**config.mk**
```make
export PLATFORM = sky130hd
export DESIGN_NAME = pci_top
export DESIGN_NICKNAME = d
export VERILOG_FILES = /design/src/core/pci_pkg.sv /design/src/core/pci_top.sv
export VERILOG_INCLUDE_DIRS = /design/src /design/src/core
export SDC_FILE = /design/constraint.sdc
export NUM_CORES = 1
export LEC_CHECK = 0
export BUFFER_PORTS_ARGS = -buffer_cell sky130_fd_sc_hd__clkbuf_2
export CAP_MARGIN = 0
export CORE_UTILIZATION = 40
export DETAILED_ROUTE_END_ITERATION = 10
export PLACE_DENSITY = 0.64
export SETUP_SLACK_MARGIN = 0.5
export SLEW_MARGIN = 10
export SYNTH_ARGS = -nofsm -noshare
export SYNTH_HDL_FRONTEND = slang
export SYNTH_SLANG_ARGS = --single-unit
```
**constraint.sdc**
```tcl
create_clock -name pclk -period 1.4 [get_ports pclk]
set_input_delay 0.14 -clock pclk [delete_from_list [all_inputs] [get_ports pclk]]
set_output_delay 0.14 -clock pclk [all_outputs]
set_load 0.01 [all_outputs]
```
**src/core/pci_defs.svh**
```systemverilog
// register offsets, field positions and reset values of the pin-change interrupt block
`ifndef PCI_DEFS_SVH
`define PCI_DEFS_SVH

`define PCI_OFF_A_RISE 12'h000
`define PCI_OFF_A_FALL 12'h004
`define PCI_OFF_A_FLAG 12'h008
`define PCI_OFF_B_RISE 12'h00C
`define PCI_OFF_B_FALL 12'h010
`define PCI_OFF_B_FLAG 12'h014
`define PCI_OFF_C_RISE 12'h018
`define PCI_OFF_C_FALL 12'h01C
`define PCI_OFF_C_FLAG 12'h020
`define PCI_OFF_E_RISE 12'h024
`define PCI_OFF_E_FALL 12'h028
`define PCI_OFF_E_FLAG 12'h02C
`define PCI_OFF_CTRL 12'h030
`define PCI_OFF_STAT 12'h034
`define PCI_OFF_MASK 12'h038

`define PCI_E_MASK 8'h08
`define PCI_RST_BYTE 8'h00
`define PCI_CTRL_MEN_BIT 0
`define PCI_STAT_SUM_BIT 0
`define PCI_STAT_WAKE_BIT 1
`define PCI_ADDR_W 12

`endif

```
**src/core/pci_pkg.sv**
```systemverilog
// types shared by the pin-change interrupt block
package pci_pkg;
	typedef struct packed {
		logic [7:0] rise;
		logic [7:0] fall;
	} pci_edge_cfg_t;

	typedef struct packed {
		logic [7:0] port_b_pin;
		logic [7:0] port_c_pin;
		logic [7:0] port_e_pin;
	} pci_pins_t;

	typedef struct packed {
		logic [11:0] paddr;
		logic psel;
		logic penable;
		logic pwrite;
		logic [31:0] pwdata;
	} pci_apb_req_t;

	typedef struct packed {
		logic [31:0] prdata;
		logic pready;
		logic pslverr;
	} pci_apb_rsp_t;
endpackage

```
**src/core/pci_top.sv**
```systemverilog
// pin-change interrupt logic for ports B, C and E with an APB register slave
`timescale 1ns/10ps
`default_nettype none
`include "pci_defs.svh"

module pci_top #(
	parameter int NPINS = 8
) (
	input wire logic pclk,
	input wire logic presetn,
	input wire pci_pkg::pci_apb_req_t apb_req,
	output pci_pkg::pci_apb_rsp_t apb_rsp,
	input wire pci_pkg::pci_pins_t pins,
	output logic change_int_master_enable,
	output logic change_summary_flag,
	output logic wake_req,
	output logic irq
);
	import pci_pkg::*;

	// the lanes and offsets below are laid out for eight pins per port
	if (NPINS != 8) begin : g_bad_npins
		$error("pci_top serves eight pins per port only");
	end

	// ==========================================================
	// pin synchronisers and edge detectors
	localparam int NBITS = 3 * NPINS;
	logic [NBITS-1:0] pin_meta_reg;
	logic [NBITS-1:0] pin_sync_reg;
	logic [NBITS-1:0] pin_prev_reg;
	wire [NBITS-1:0] pin_raw;
	wire [NBITS-1:0] rise_seen;
	wire [NBITS-1:0] fall_seen;

	assign pin_raw = {pins.port_e_pin, pins.port_c_pin, pins.port_b_pin};

	// prev comes from the second stage; meta is never compared
	always_ff @(posedge pclk or negedge presetn) begin
		if (!presetn) begin
			pin_meta_reg <= '0;
			pin_sync_reg <= '0;
			pin_prev_reg <= '0;
		end else begin
			pin_meta_reg <= pin_raw;
			pin_sync_reg <= pin_meta_reg;
			pin_prev_reg <= pin_sync_reg;
		end
	end

	assign rise_seen = pin_sync_reg & ~pin_prev_reg;
	assign fall_seen = ~pin_sync_reg & pin_prev_reg;

	// ==========================================================
	// register decode
	wire [`PCI_ADDR_W-1:0] addr;
	wire wr_en;
	wire rd_access;
	assign addr = apb_req.paddr;
	assign wr_en = apb_req.psel & apb_req.penable & apb_req.pwrite;
	assign rd_access = apb_req.psel & ~apb_req.pwrite;

	function automatic logic hit(input logic [`PCI_ADDR_W-1:0] a, input logic [`PCI_ADDR_W-1:0] off);
		hit = (a == off);
	endfunction

	// ==========================================================
	// enables and flags, one generate lane per port
	logic [7:0] rise_reg [4];
	logic [7:0] fall_reg [4];
	logic [7:0] flag_reg [4];
	wire [7:0] lane_mask [4];
	wire [`PCI_ADDR_W-1:0] off_rise [4];
	wire [`PCI_ADDR_W-1:0] off_fall [4];
	wire [`PCI_ADDR_W-1:0] off_flag [4];
	wire [7:0] lane_set [4];

	assign lane_mask[0] = 8'hFF;
	assign lane_mask[1] = 8'hFF;
	assign lane_mask[2] = 8'hFF;
	assign lane_mask[3] = `PCI_E_MASK;
	assign off_rise[0] = `PCI_OFF_A_RISE;
	assign off_rise[1] = `PCI_OFF_B_RISE;
	assign off_rise[2] = `PCI_OFF_C_RISE;
	assign off_rise[3] = `PCI_OFF_E_RISE;
	assign off_fall[0] = `PCI_OFF_A_FALL;
	assign off_fall[1] = `PCI_OFF_B_FALL;
	assign off_fall[2] = `PCI_OFF_C_FALL;
	assign off_fall[3] = `PCI_OFF_E_FALL;
	assign off_flag[0] = `PCI_OFF_A_FLAG;
	assign off_flag[1] = `PCI_OFF_B_FLAG;
	assign off_flag[2] = `PCI_OFF_C_FLAG;
	assign off_flag[3] = `PCI_OFF_E_FLAG;

	// port A has no pins here, so its flags are only ever set by software
	assign lane_set[0] = 8'h00;

	genvar gp;
	generate
		for (gp = 1; gp < 4; gp++) begin : g_set
			assign lane_set[gp] = ((rise_reg[gp] & rise_seen[(gp-1)*NPINS +: 8])
				| (fall_reg[gp] & fall_seen[(gp-1)*NPINS +: 8])) & lane_mask[gp];
		end
		for (gp = 0; gp < 4; gp++) begin : g_port
			wire wr_rise;
			wire wr_fall;
			wire wr_flag;
			wire [7:0] flag_next;
			assign wr_rise = wr_en & hit(addr, off_rise[gp]);
			assign wr_fall = wr_en & hit(addr, off_fall[gp]);
			assign wr_flag = wr_en & hit(addr, off_flag[gp]);
			// set wins over a concurrent software write
			assign flag_next = (wr_flag ? apb_req.pwdata[7:0] : flag_reg[gp])
				| lane_set[gp];

			always_ff @(posedge pclk or negedge presetn) begin
				if (!presetn) begin
					rise_reg[gp] <= `PCI_RST_BYTE;
					fall_reg[gp] <= `PCI_RST_BYTE;
					flag_reg[gp] <= `PCI_RST_BYTE;
				end else begin
					if (wr_rise) begin
						rise_reg[gp] <= apb_req.pwdata[7:0] & lane_mask[gp];
					end
					if (wr_fall) begin
						fall_reg[gp] <= apb_req.pwdata[7:0] & lane_mask[gp];
					end
					flag_reg[gp] <= flag_next & lane_mask[gp];
				end
			end
		end
	endgenerate

	// ==========================================================
	// control, sticky status and mask
	logic men_reg;
	logic [1:0] stat_reg;
	logic [1:0] mask_reg;
	wire any_flag;
	wire any_set;
	wire [1:0] stat_evt;
	wire wr_ctrl;
	wire wr_stat;
	wire wr_mask;

	assign any_flag = |{flag_reg[0], flag_reg[1], flag_reg[2], flag_reg[3]};
	assign any_set = |{lane_set[1], lane_set[2], lane_set[3]};
	assign stat_evt[`PCI_STAT_SUM_BIT] = any_set;
	assign stat_evt[`PCI_STAT_WAKE_BIT] = any_set & men_reg;
	assign wr_ctrl = wr_en & hit(addr, `PCI_OFF_CTRL);
	assign wr_stat = wr_en & hit(addr, `PCI_OFF_STAT);
	assign wr_mask = wr_en & hit(addr, `PCI_OFF_MASK);

	always_ff @(posedge pclk or negedge presetn) begin
		if (!presetn) begin
			men_reg <= 1'b0;
			stat_reg <= 2'h0;
			mask_reg <= 2'h0;
		end else begin
			if (wr_ctrl) begin
				men_reg <= apb_req.pwdata[`PCI_CTRL_MEN_BIT];
			end
			if (wr_mask) begin
				mask_reg <= apb_req.pwdata[1:0];
			end
			// write one to clear; a new event in the same cycle wins
			stat_reg <= (stat_reg & ~(wr_stat ? apb_req.pwdata[1:0] : 2'h0)) | stat_evt;
		end
	end

	assign change_int_master_enable = men_reg;
	assign change_summary_flag = any_flag;
	// flag and summary already hold the edge when wake rises
	assign wake_req = men_reg & any_flag;
	assign irq = men_reg & (|(stat_reg & mask_reg));

	// ==========================================================
	// read mux; zero wait states, unmapped reads give zero with no error
	logic [31:0] rdata_reg;
	logic [31:0] rd_mux;

	always_comb begin
		rd_mux = 32'h0000_0000;
		for (int i = 0; i < 4; i++) begin
			if (hit(addr, off_rise[i])) begin
				rd_mux[7:0] = rise_reg[i];
			end
			if (hit(addr, off_fall[i])) begin
				rd_mux[7:0] = fall_reg[i];
			end
			if (hit(addr, off_flag[i])) begin
				rd_mux[7:0] = flag_reg[i];
			end
		end
		if (hit(addr, `PCI_OFF_CTRL)) begin
			rd_mux[0] = men_reg;
			rd_mux[1] = any_flag;
		end
		if (hit(addr, `PCI_OFF_STAT)) begin
			rd_mux[1:0] = stat_reg;
		end
		if (hit(addr, `PCI_OFF_MASK)) begin
			rd_mux[1:0] = mask_reg;
		end
	end

	// captured in setup so the data is stable throughout the access phase
	always_ff @(posedge pclk or negedge presetn) begin
		if (!presetn) begin
			rdata_reg <= 32'h0000_0000;
		end else if (rd_access & ~apb_req.penable) begin
			rdata_reg <= rd_mux;
		end
	end

	// one driver for the whole response word; zero wait states, never an error
	assign apb_rsp = '{prdata: rdata_reg, pready: 1'b1, pslverr: 1'b0};
endmodule

`default_nettype wire
```
== Yosys cells after proc, flatten, opt, wreduce, memory -nomap -nowiden ==
Cells that the tools add are included.
W data, S select, Z words.
Storage, ports and cells
  output and inout bits: 38
  register bits: 148
  input bits: 73
Operators by class
  reductions and logical operators: 4
  eq/ne operators: 14
  bitwise logic cells: 44
  multiplexer cells: 19
Operators by type and width (count)
  $mux W8: 14
  $eq A12 B6 Y1 const B: 7
  $eq A12 B5 Y1 const B: 4
  $and A20 B20 Y20: 2
  $not A20 Y20: 2
  $and A8 B8 Y8: 4
  $or A8 B8 Y8: 4
  $reduce_or A25 Y1: 1
  $eq A12 B4 Y1 const B: 2
  $and A1 B1 Y1: 22
  $reduce_or A17 Y1: 1
  $eq A12 B3 Y1 const B: 1
  $logic_not A12 Y1: 1
  $and A4 B4 Y4: 2
  $mux W2: 4
  $or A4 B4 Y4: 2
  $and A2 B2 Y2: 2
  $mux W4: 1
  $not A1 Y1: 2
  $not A2 Y2: 1
  $or A2 B2 Y2: 1
  $reduce_or A2 Y1: 1

== Logic depth before layout (Yosys ltp) ==
Gate-level depths: netlist (run 1).
  word-level depth: 16
  gate-level depth with buffers: 8

== Worst setup path after synthesis (run 1) ==
No wires, ideal clock.
  path kind: in2reg
  from: in apb_req[42] (netlist bit)
  to: reg flag_reg[26] (netlist bit)
  path buffers: 1
  stages: 6
  slack: -0.385 ns
  arrival: 1.660 ns
  data required time: 1.275 ns
  cells stage by stage: nor4_1 nand2_1 or3_1 buf_6 nor2_4 mux2_2
On the way
  cells in the longest elaborated chain, start to end: 2
Ends and longest elaborated chain
  start: declaration: line pci_top.sv:11  | input wire pci_pkg::pci_apb_req_t apb_req,
  $eq A12 B4 Y1: line pci_top.sv:64  | hit = (a == off);
  $and A1 B1 Y1: line pci_top.sv:111  | assign wr_flag = wr_en & hit(addr, off_flag[gp]);
  end signal: indexed assignment: line pci_top.sv:120  | flag_reg[gp] <= `PCI_RST_BYTE;
  end signal: indexed assignment: line pci_top.sv:128  | flag_reg[gp] <= flag_next & lane_mask[gp];
  end: declaration: line pci_top.sv:71  | logic [7:0] flag_reg [4];
No other way between the ends.
A chain may end at the register's enable or synchronous reset.

== Worst setup path after layout (run 1) ==
  from: reg flag_reg[31] (netlist bit)
  to: out wake_req
On the way
  cells in the longest elaborated chain, start to end: 2
Ends and longest elaborated chain
  $reduce_or A25 Y1: line pci_top.sv:146  | assign any_flag = |{flag_reg[0], flag_reg[1], flag_reg[2], flag_reg[3]};
  $and A1 B1 Y1: line pci_top.sv:174  | assign wake_req = men_reg & any_flag;
  end: declaration: line pci_top.sv:16  | output logic wake_req,
No other way between the ends.

==> results of run 1 <==
==> how the worst max path moves through the flow <==
stage / endpoint / slack [ns] / cells past startpoint
6_report: wake_req / -0.69 / 6
3_3_place_gp: rdata_reg[0] / -0.53 / 8
3_5_place_dp: rdata_reg[0] / -0.55 / 8
2_1_floorplan: flag_reg[21] / -0.33 / 7
5_1_grt: wake_req / -0.78 / 6
4_1_cts: wake_req / -0.72 / 6
==> Yosys cell counts (4+ instances only) <==
library cell  count  area, um2
inv_1            12      45.04
nor3_1           14      70.07
nor4_1           12      75.07
nor2b_1           9      56.30
mux2_2           62      698.2
a21oi_1          27      135.1
nand3b_1         17      127.6
nor2_2            4      25.02
nand2_1          47      176.4
mux2i_1          12      120.1
a211o_1          16      140.1
nor2_8            4      80.08
o21ai_0          29      145.1
o31ai_1           4      30.03
nand3_1           7      35.03
buf_2             7      35.03
nor2_1           23      86.33
o211ai_1          5      37.54
nand2b_1          5      31.28
o22ai_1           4      25.02
buf_4            27      202.7
a22oi_1           6      45.04
dfrtp_1         139       3478
==> power by group <==
part	switching [mW]	internal (mW)	total [mW]	leakage (nW)
combinational	0.459	0.351	0.809	2.72
sequential	0.0463	4.10	4.15	1.81
clock	1.78	2.89	4.67	0.299
total	2.29	7.34	9.63	4.83
==> stage by stage <==
step	TNS [ns]	setup WS (ns)	power, mW	cells
floorplan	-20.53	-0.3288	4.545	579
global placement	-41.00	-0.5309	4.883	933
detailed placement	-42.90	-0.5510	4.896	933
CTS	-10.14	-0.7181	9.658	1008
global route	-8.787	-0.7824	9.976	1019
finish	-6.810	-0.6925	9.631	1019
==> kinds of logic (layout without fill, tap and decap cells) <==
group,Yosys count,after routing,share of synthesized area (%)
muxes,75,75,13.09
other,2,26,0.1169
DFF,139,139,54.16
and+or+nand+nor,172,172,15.99
AOI/OAI and AO/OA,111,111,11.30
buffers and inverters,56,285,5.338
==> layout by cell type, fill, tap and decap left out, drive strengths merged, types with 4 or more instances in the layout <==
master       synthesis  layout
nor2                34      34
mux2                62      62
nor4                13      13
nor2b                9       9
a21oi               27      27
o21ai               30      30
nand2               48      48
conb                 2      26
dfrtp              139     139
inv                 12      17
buf                 40     182
clkinv               1       4
a211o               16      16
o31ai                4       4
nand3               10      10
a22oi                6       6
nor3                16      16
clkbuf               3      61
mux2i               12      12
o22ai                4       4
dlygate4sd3          0      18
o211ai               5       5
nand3b              17      17
nand2b               5       5
==> worst reg2reg max path: stages (launching register included) <==
cell	delay (ns)
dfrtp_1	0.41
nor4_4	0.31
and4_1	0.24
nand4_1	0.16
buf_4	0.18
o2111a_1	0.25
a211oi_2	0.17
o21ai_1	0.11
==> layer usage <==
layer / track usage, % / vias to the layer above / routed length, um
met5: 0 / - / 0
met4: 12.87 / 0 / 746
met3: 6.320 / 52 / 977
met1: 31.60 / 2659 / 8379
met2: 39.05 / 189 / 9032
li1: - / 2435 / -
==> final cells by class <==
cell class                 count  share of cell area, %
clock buffer                  21                  4.571
clock inverter                11                  1.613
inverter                      13                 0.5460
multi-input combinational    384                  34.79
sequential                   139                  35.31
tap                          211                  2.679
timing repair buffer         240                  20.48
==> timing repair <==
| action | in CTS | in global routing |
|---|---|---|
| hold endpoints to repair | 156 | 0 |
| endpoints found under the setup margin | 100 | 100 |
| hold buffers | 18 | 0 |
| pin swaps | 52 | 26 |
| gates resized for setup | 103 | 56 |
| buffers inserted | 23 | 11 |
| gates cloned | 2 | 0 |
==> flow_summary.yaml, run 1 <==
cts:
  cts_made_buffers: 17
  cts.root.buffer_cell: "clkbuf_16"
  cts_tree: "yes"
  insertion_delay_ns: 0.43
  clk_pin_slew_ns: 0.06
  cts.path.max_buffers: 2
  cts_sinks: 139
  ctsHtreeMaxLevel: 4
pwr:
  peakVddDrop_uv: 864.7
  p_leak_nw: 4.830
  power_density_nw_per_um2: 977.4
sta:
  fin_skew_ns: 0.009934
  final.setup.worst_slack_ns: -0.6925
  setup_violations: 69
  max_freq_mhz: 477.9
  min_period_ns: 2.092
  slew_viol_final: 0
  tightest_slew_ns: 0.5641
  fin_crit_sh_pct: 149.5
  holdWs_ns: 0.1373
  rsz0062_at_grt: "true"
  max-slew-margin-rel_pct: 61.99
  hold_viol: 0
route:
  avgViaCountPerCell: 5.236
  drtIter0Drc: 342
  ant_nets: 0
  wl_per_cell_um: 18.78
  wirelength_um: 19140
  drt_first_pass_iters: 5
  dr_total_vias: 5335
  drc: 0
critical_path:
  critical_path_arrival_ns: 1.95
  critPathMaxFanout: 2
  startpoint: "flag_reg[31]"
  worstPathCellList: "nor4_4 > and4_1 > nand4_1 > buf_4 > and2_4 > clkbuf_2"
  crit_family: "simple AND/OR/NAND/NOR gates"
  cp_slowest_cell: "dfrtp_1"
  rr_startpoint: "flag_reg[31]"
  critPathKind: "register to output pin"
  r2r_cells: 7
  r2r_setup_slack_ns: -0.54
  end_kind: "output pin"
  start_kind: "register"
  critical_path_buf_inv_count: 2
  r2r-end: "rdata_reg[1]"
  slowest_delay_ns: 0.41
  crit_required_ns: 1.26
global_route:
  track_usage_pct: 24.78
  grt_first_pass_wirelength_um: 30170
  grt_pass1_vias: 5552
  grt_max_degree: 36
  overflow: 0
  antenna_found_initial: 0
run_status:
  violations: "setup timing"
  outcome: "finished with violations"
finish:
  nFillCells: 1188
  final_util_pct: 63.87
  finalNetCount: 868
  final_area_um2: 9853
  drive_gt1_share_pct: 50.25
  multi_input_area_um2: 3428
  register_area_um2: 3480
  antenna_cells: 0
  syn_to_final_growth_pct: 53.42
die:
  die_h_um: 128.7
  die_area_um2: 16570
  start_util_pct: 41.63
  rows: 45
  fp.coreArea_um2: 15430
  pin_count: 111
  die_w_um: 128.7
placed_design:
  dpl-instance-area_um2: 8127
  place.detailed.hpwl_um: 13370
  portBuffers: 53
  gp_congestion: 0.9420
synth:
  async_flop_share_pct: 100.0
  seq_area_frac_synth_pct: 54.16
  yosys_most_used_dff: "dfrtp_1"
  ys_ff_latch: 139
  syn_area_um2: 6422
  synth_warnings: 0
  synth_edf_count: 0
  synthDistinctLibCells: 61
  syn_inst: 555
  syn_avg_cell_area_um2: 11.57
min_path:
  worstHoldEndpoint: "flag_reg[20]"
  hold_path_class: "primary input to register"
  hp-start: "apb_req[4]"
  min_path_cells: 2
run:
  maxCapViolCount: 0
(Power assumes the default switching activity.)
==> run 2: changes to the inputs <==
--- a/config.mk
+++ b/config.mk
@@ -10,7 +10,7 @@
 export CAP_MARGIN = 0
 export CORE_UTILIZATION = 40
 export DETAILED_ROUTE_END_ITERATION = 10
-export PLACE_DENSITY = 0.64
+export PLACE_DENSITY = 0.62
 export SETUP_SLACK_MARGIN = 0.5
 export SLEW_MARGIN = 10
 export SYNTH_ARGS = -nofsm -noshare
==> constraint.sdc (replaced) <==
create_clock -name pclk -period 2.04 [get_ports pclk]
set_input_delay 0.204 -clock pclk [delete_from_list [all_inputs] [get_ports pclk]]
set_output_delay 0.204 -clock pclk [all_outputs]
set_load 0.01 [all_outputs]
==> run 2 against run 1 <==
Effect of this change:
- the flow still finishes with violations (setup timing)
- count of clock-buffer cells in the layout decreased by 4
- hold slack improved by 0.056 ns
- combinational power decreased by 43%
- highest routed layer unchanged
- largest cell class unchanged
- largest power group unchanged
==> flow_summary.yaml, run 2 (same netlist as run 1, synthesis figures left out) <==
global_route:
  met3_usage_pct: 5.863
  grt_max_degree: 63
  track_usage_pct: 23.22
  antenna_found_initial: 0
  busiest_layer: "met2"
  met2_usage_pct: 37.14
  met1_usage_pct: 30.16
  overflow: 0
  grt_first_pass_wirelength_um: 28100
  grt_pass1_vias: 4976
cts:
  cts_tree: "yes"
  cts_made_buffers: 17
  clk_pin_slew_ns: 0.07
  cts.path.max_buffers: 2
  insertion_delay_ns: 0.44
  cts.root.buffer_cell: "clkbuf_16"
  cts_sinks: 139
  ctsHtreeMaxLevel: 4
finish:
  finalNonFillerCells: 921
  syn_to_final_growth_pct: 35.46
  final_area_um2: 8700
  mostFrequentLayoutCells: "dfrtp_1 (139), mux2_4 (53), buf_4 (50), clkbuf_2 (49), nand2_1 (41)"
  layout_commonest_cell: "dfrtp_1"
  finalNetCount: 770
  drive_gt1_share_pct: 39.58
  antenna_cells: 0
die:
  rows: 45
  pin_count: 111
  die_w_um: 128.7
  start_util_pct: 41.63
  die_area_um2: 16570
  die_h_um: 128.7
  fp.coreArea_um2: 15430
critical_path:
  cp_slowest_cell: "dfrtp_1"
  r2r_cells: 7
  slowest_delay_ns: 0.42
  end_kind: "output pin"
  critical_path_buf_inv_count: 2
  rr_startpoint: "flag_reg[8]"
  crit_required_ns: 1.84
  start_kind: "register"
  critPathMaxFanout: 3
  worstPathCellList: "nor4_2 > and4_1 > nand4_1 > buf_4 > and2_1 > clkbuf_2"
  crit_family: "simple AND/OR/NAND/NOR gates"
  critical_path_arrival_ns: 2.00
  r2r_setup_slack_ns: 0.01
  r2r-end: "rdata_reg[1]"
  critPathKind: "register to output pin"
placed_design:
  dpl-instance-area_um2: 7380
  place.detailed.hpwl_um: 12560
  gp_congestion: 0.8948
  portBuffers: 53
  dpl.cell_count: 839
pwr:
  p_leak_nw: 4.125
  fin_total_pwr_mw: 6.232
  peakVddDrop_uv: 552.0
  power_density_nw_per_um2: 716.3
min_path:
  min_path_cells: 2
  hold_path_class: "primary input to register"
  worstHoldEndpoint: "flag_reg[22]"
  hp-start: "apb_req[6]"
sta:
  hold_viol: 0
  fin_skew_ns: 0.01636
  slew_viol_final: 0
  tightest_slew_ns: 0.5949
  rsz0062_at_grt: "true"
  finalSetupTns_ns: -0.1977
  fin_crit_sh_pct: 108.1
  min_period_ns: 2.204
  max-slew-margin-rel_pct: 60.34
  max_freq_mhz: 453.7
  final.setup.worst_slack_ns: -0.1643
  setup_violations: 2
route:
  drtIter0Drc: 381
  drc: 0
  dr_total_vias: 4973
  avgViaCountPerCell: 5.400
  ant_nets: 0
  drt_first_pass_iters: 4
  wl_per_cell_um: 19.81
  wirelength_um: 18240
run_status:
  violations: "setup timing"
  outcome: "finished with violations"
run:
  maxCapViolCount: 0
-- run 2: cell count changes in the layout (fill, tap and decap cells not counted), moves of 5 or more --
cell / before / now
mux2_4: 62 / 53
buf_4: 135 / 50
clkinvlp_4: 0 / 5
nor3_4: 7 / 1
mux2_2: 0 / 9
buf_6: 22 / 8
buf_2: 10 / 1
clkbuf_2: 38 / 49
-- run 2: metrics by stage --
stage | utilization (%) | worst slack (ns) | hold slack (ns)
after CTS | 54.83 | -0.1267 | 0.1675
final | 56.39 | -0.1643 | 0.1930
after global placement | 47.83 | -0.02269 | 0.2168
after floorplan | - | 0.2472 | -0.09159
after global routing | 56.39 | -0.2694 | 0.1927
after detailed placement | 47.83 | -0.05067 | 0.2280
-- run 2: power by group --
part / total, mW / internal [mW] / switching, mW
registers: 2.85 / 2.82 / 0.0346
logic: 0.465 / 0.181 / 0.284
clock network: 2.92 / 1.60 / 1.32
-- run 2: area by class of cell --
type	count	area, um2
Multi-Input combinational cell	385	3172
Tap cell	211	264.0
Clock buffer	17	425.4
Inverter	13	48.80
Fill cell	1362	6728
Sequential cell	139	3478
Clock inverter	15	136.4
Timing Repair Buffer	141	1175
-- run 2: how the worst max path moves through the flow --
stage               slack [ns]         start      endpoint  cells past startpoint
global placement         -0.02   apb_req[42]  flag_reg[10]                      6
CTS                      -0.13  flag_reg[24]      wake_req                      6
detailed placement       -0.05   apb_req[42]  flag_reg[13]                      6
finish                   -0.16   flag_reg[8]      wake_req                      6
global route             -0.27   flag_reg[8]      wake_req                      6
floorplan                 0.25   apb_req[42]  flag_reg[21]                      7
-- run 2: metal layers --
metal	up-vias	routed length [um]	share of wire [%]
li1	2255	-	-
met1	2530	8229	45
met2	160	8783	48
met3	28	844	4.6
met4	0	385	2.1
met5	-	0	0
-- run 2: repair_timing --
item | in CTS | in global routing
setup endpoints to repair | 46 | 71
hold endpoints to repair | 77 | 0
pin swaps | 22 | 28
gates cloned | 0 | 1
gates resized for setup | 50 | 30
buffers inserted | 20 | 11
hold buffers | 18 | 0
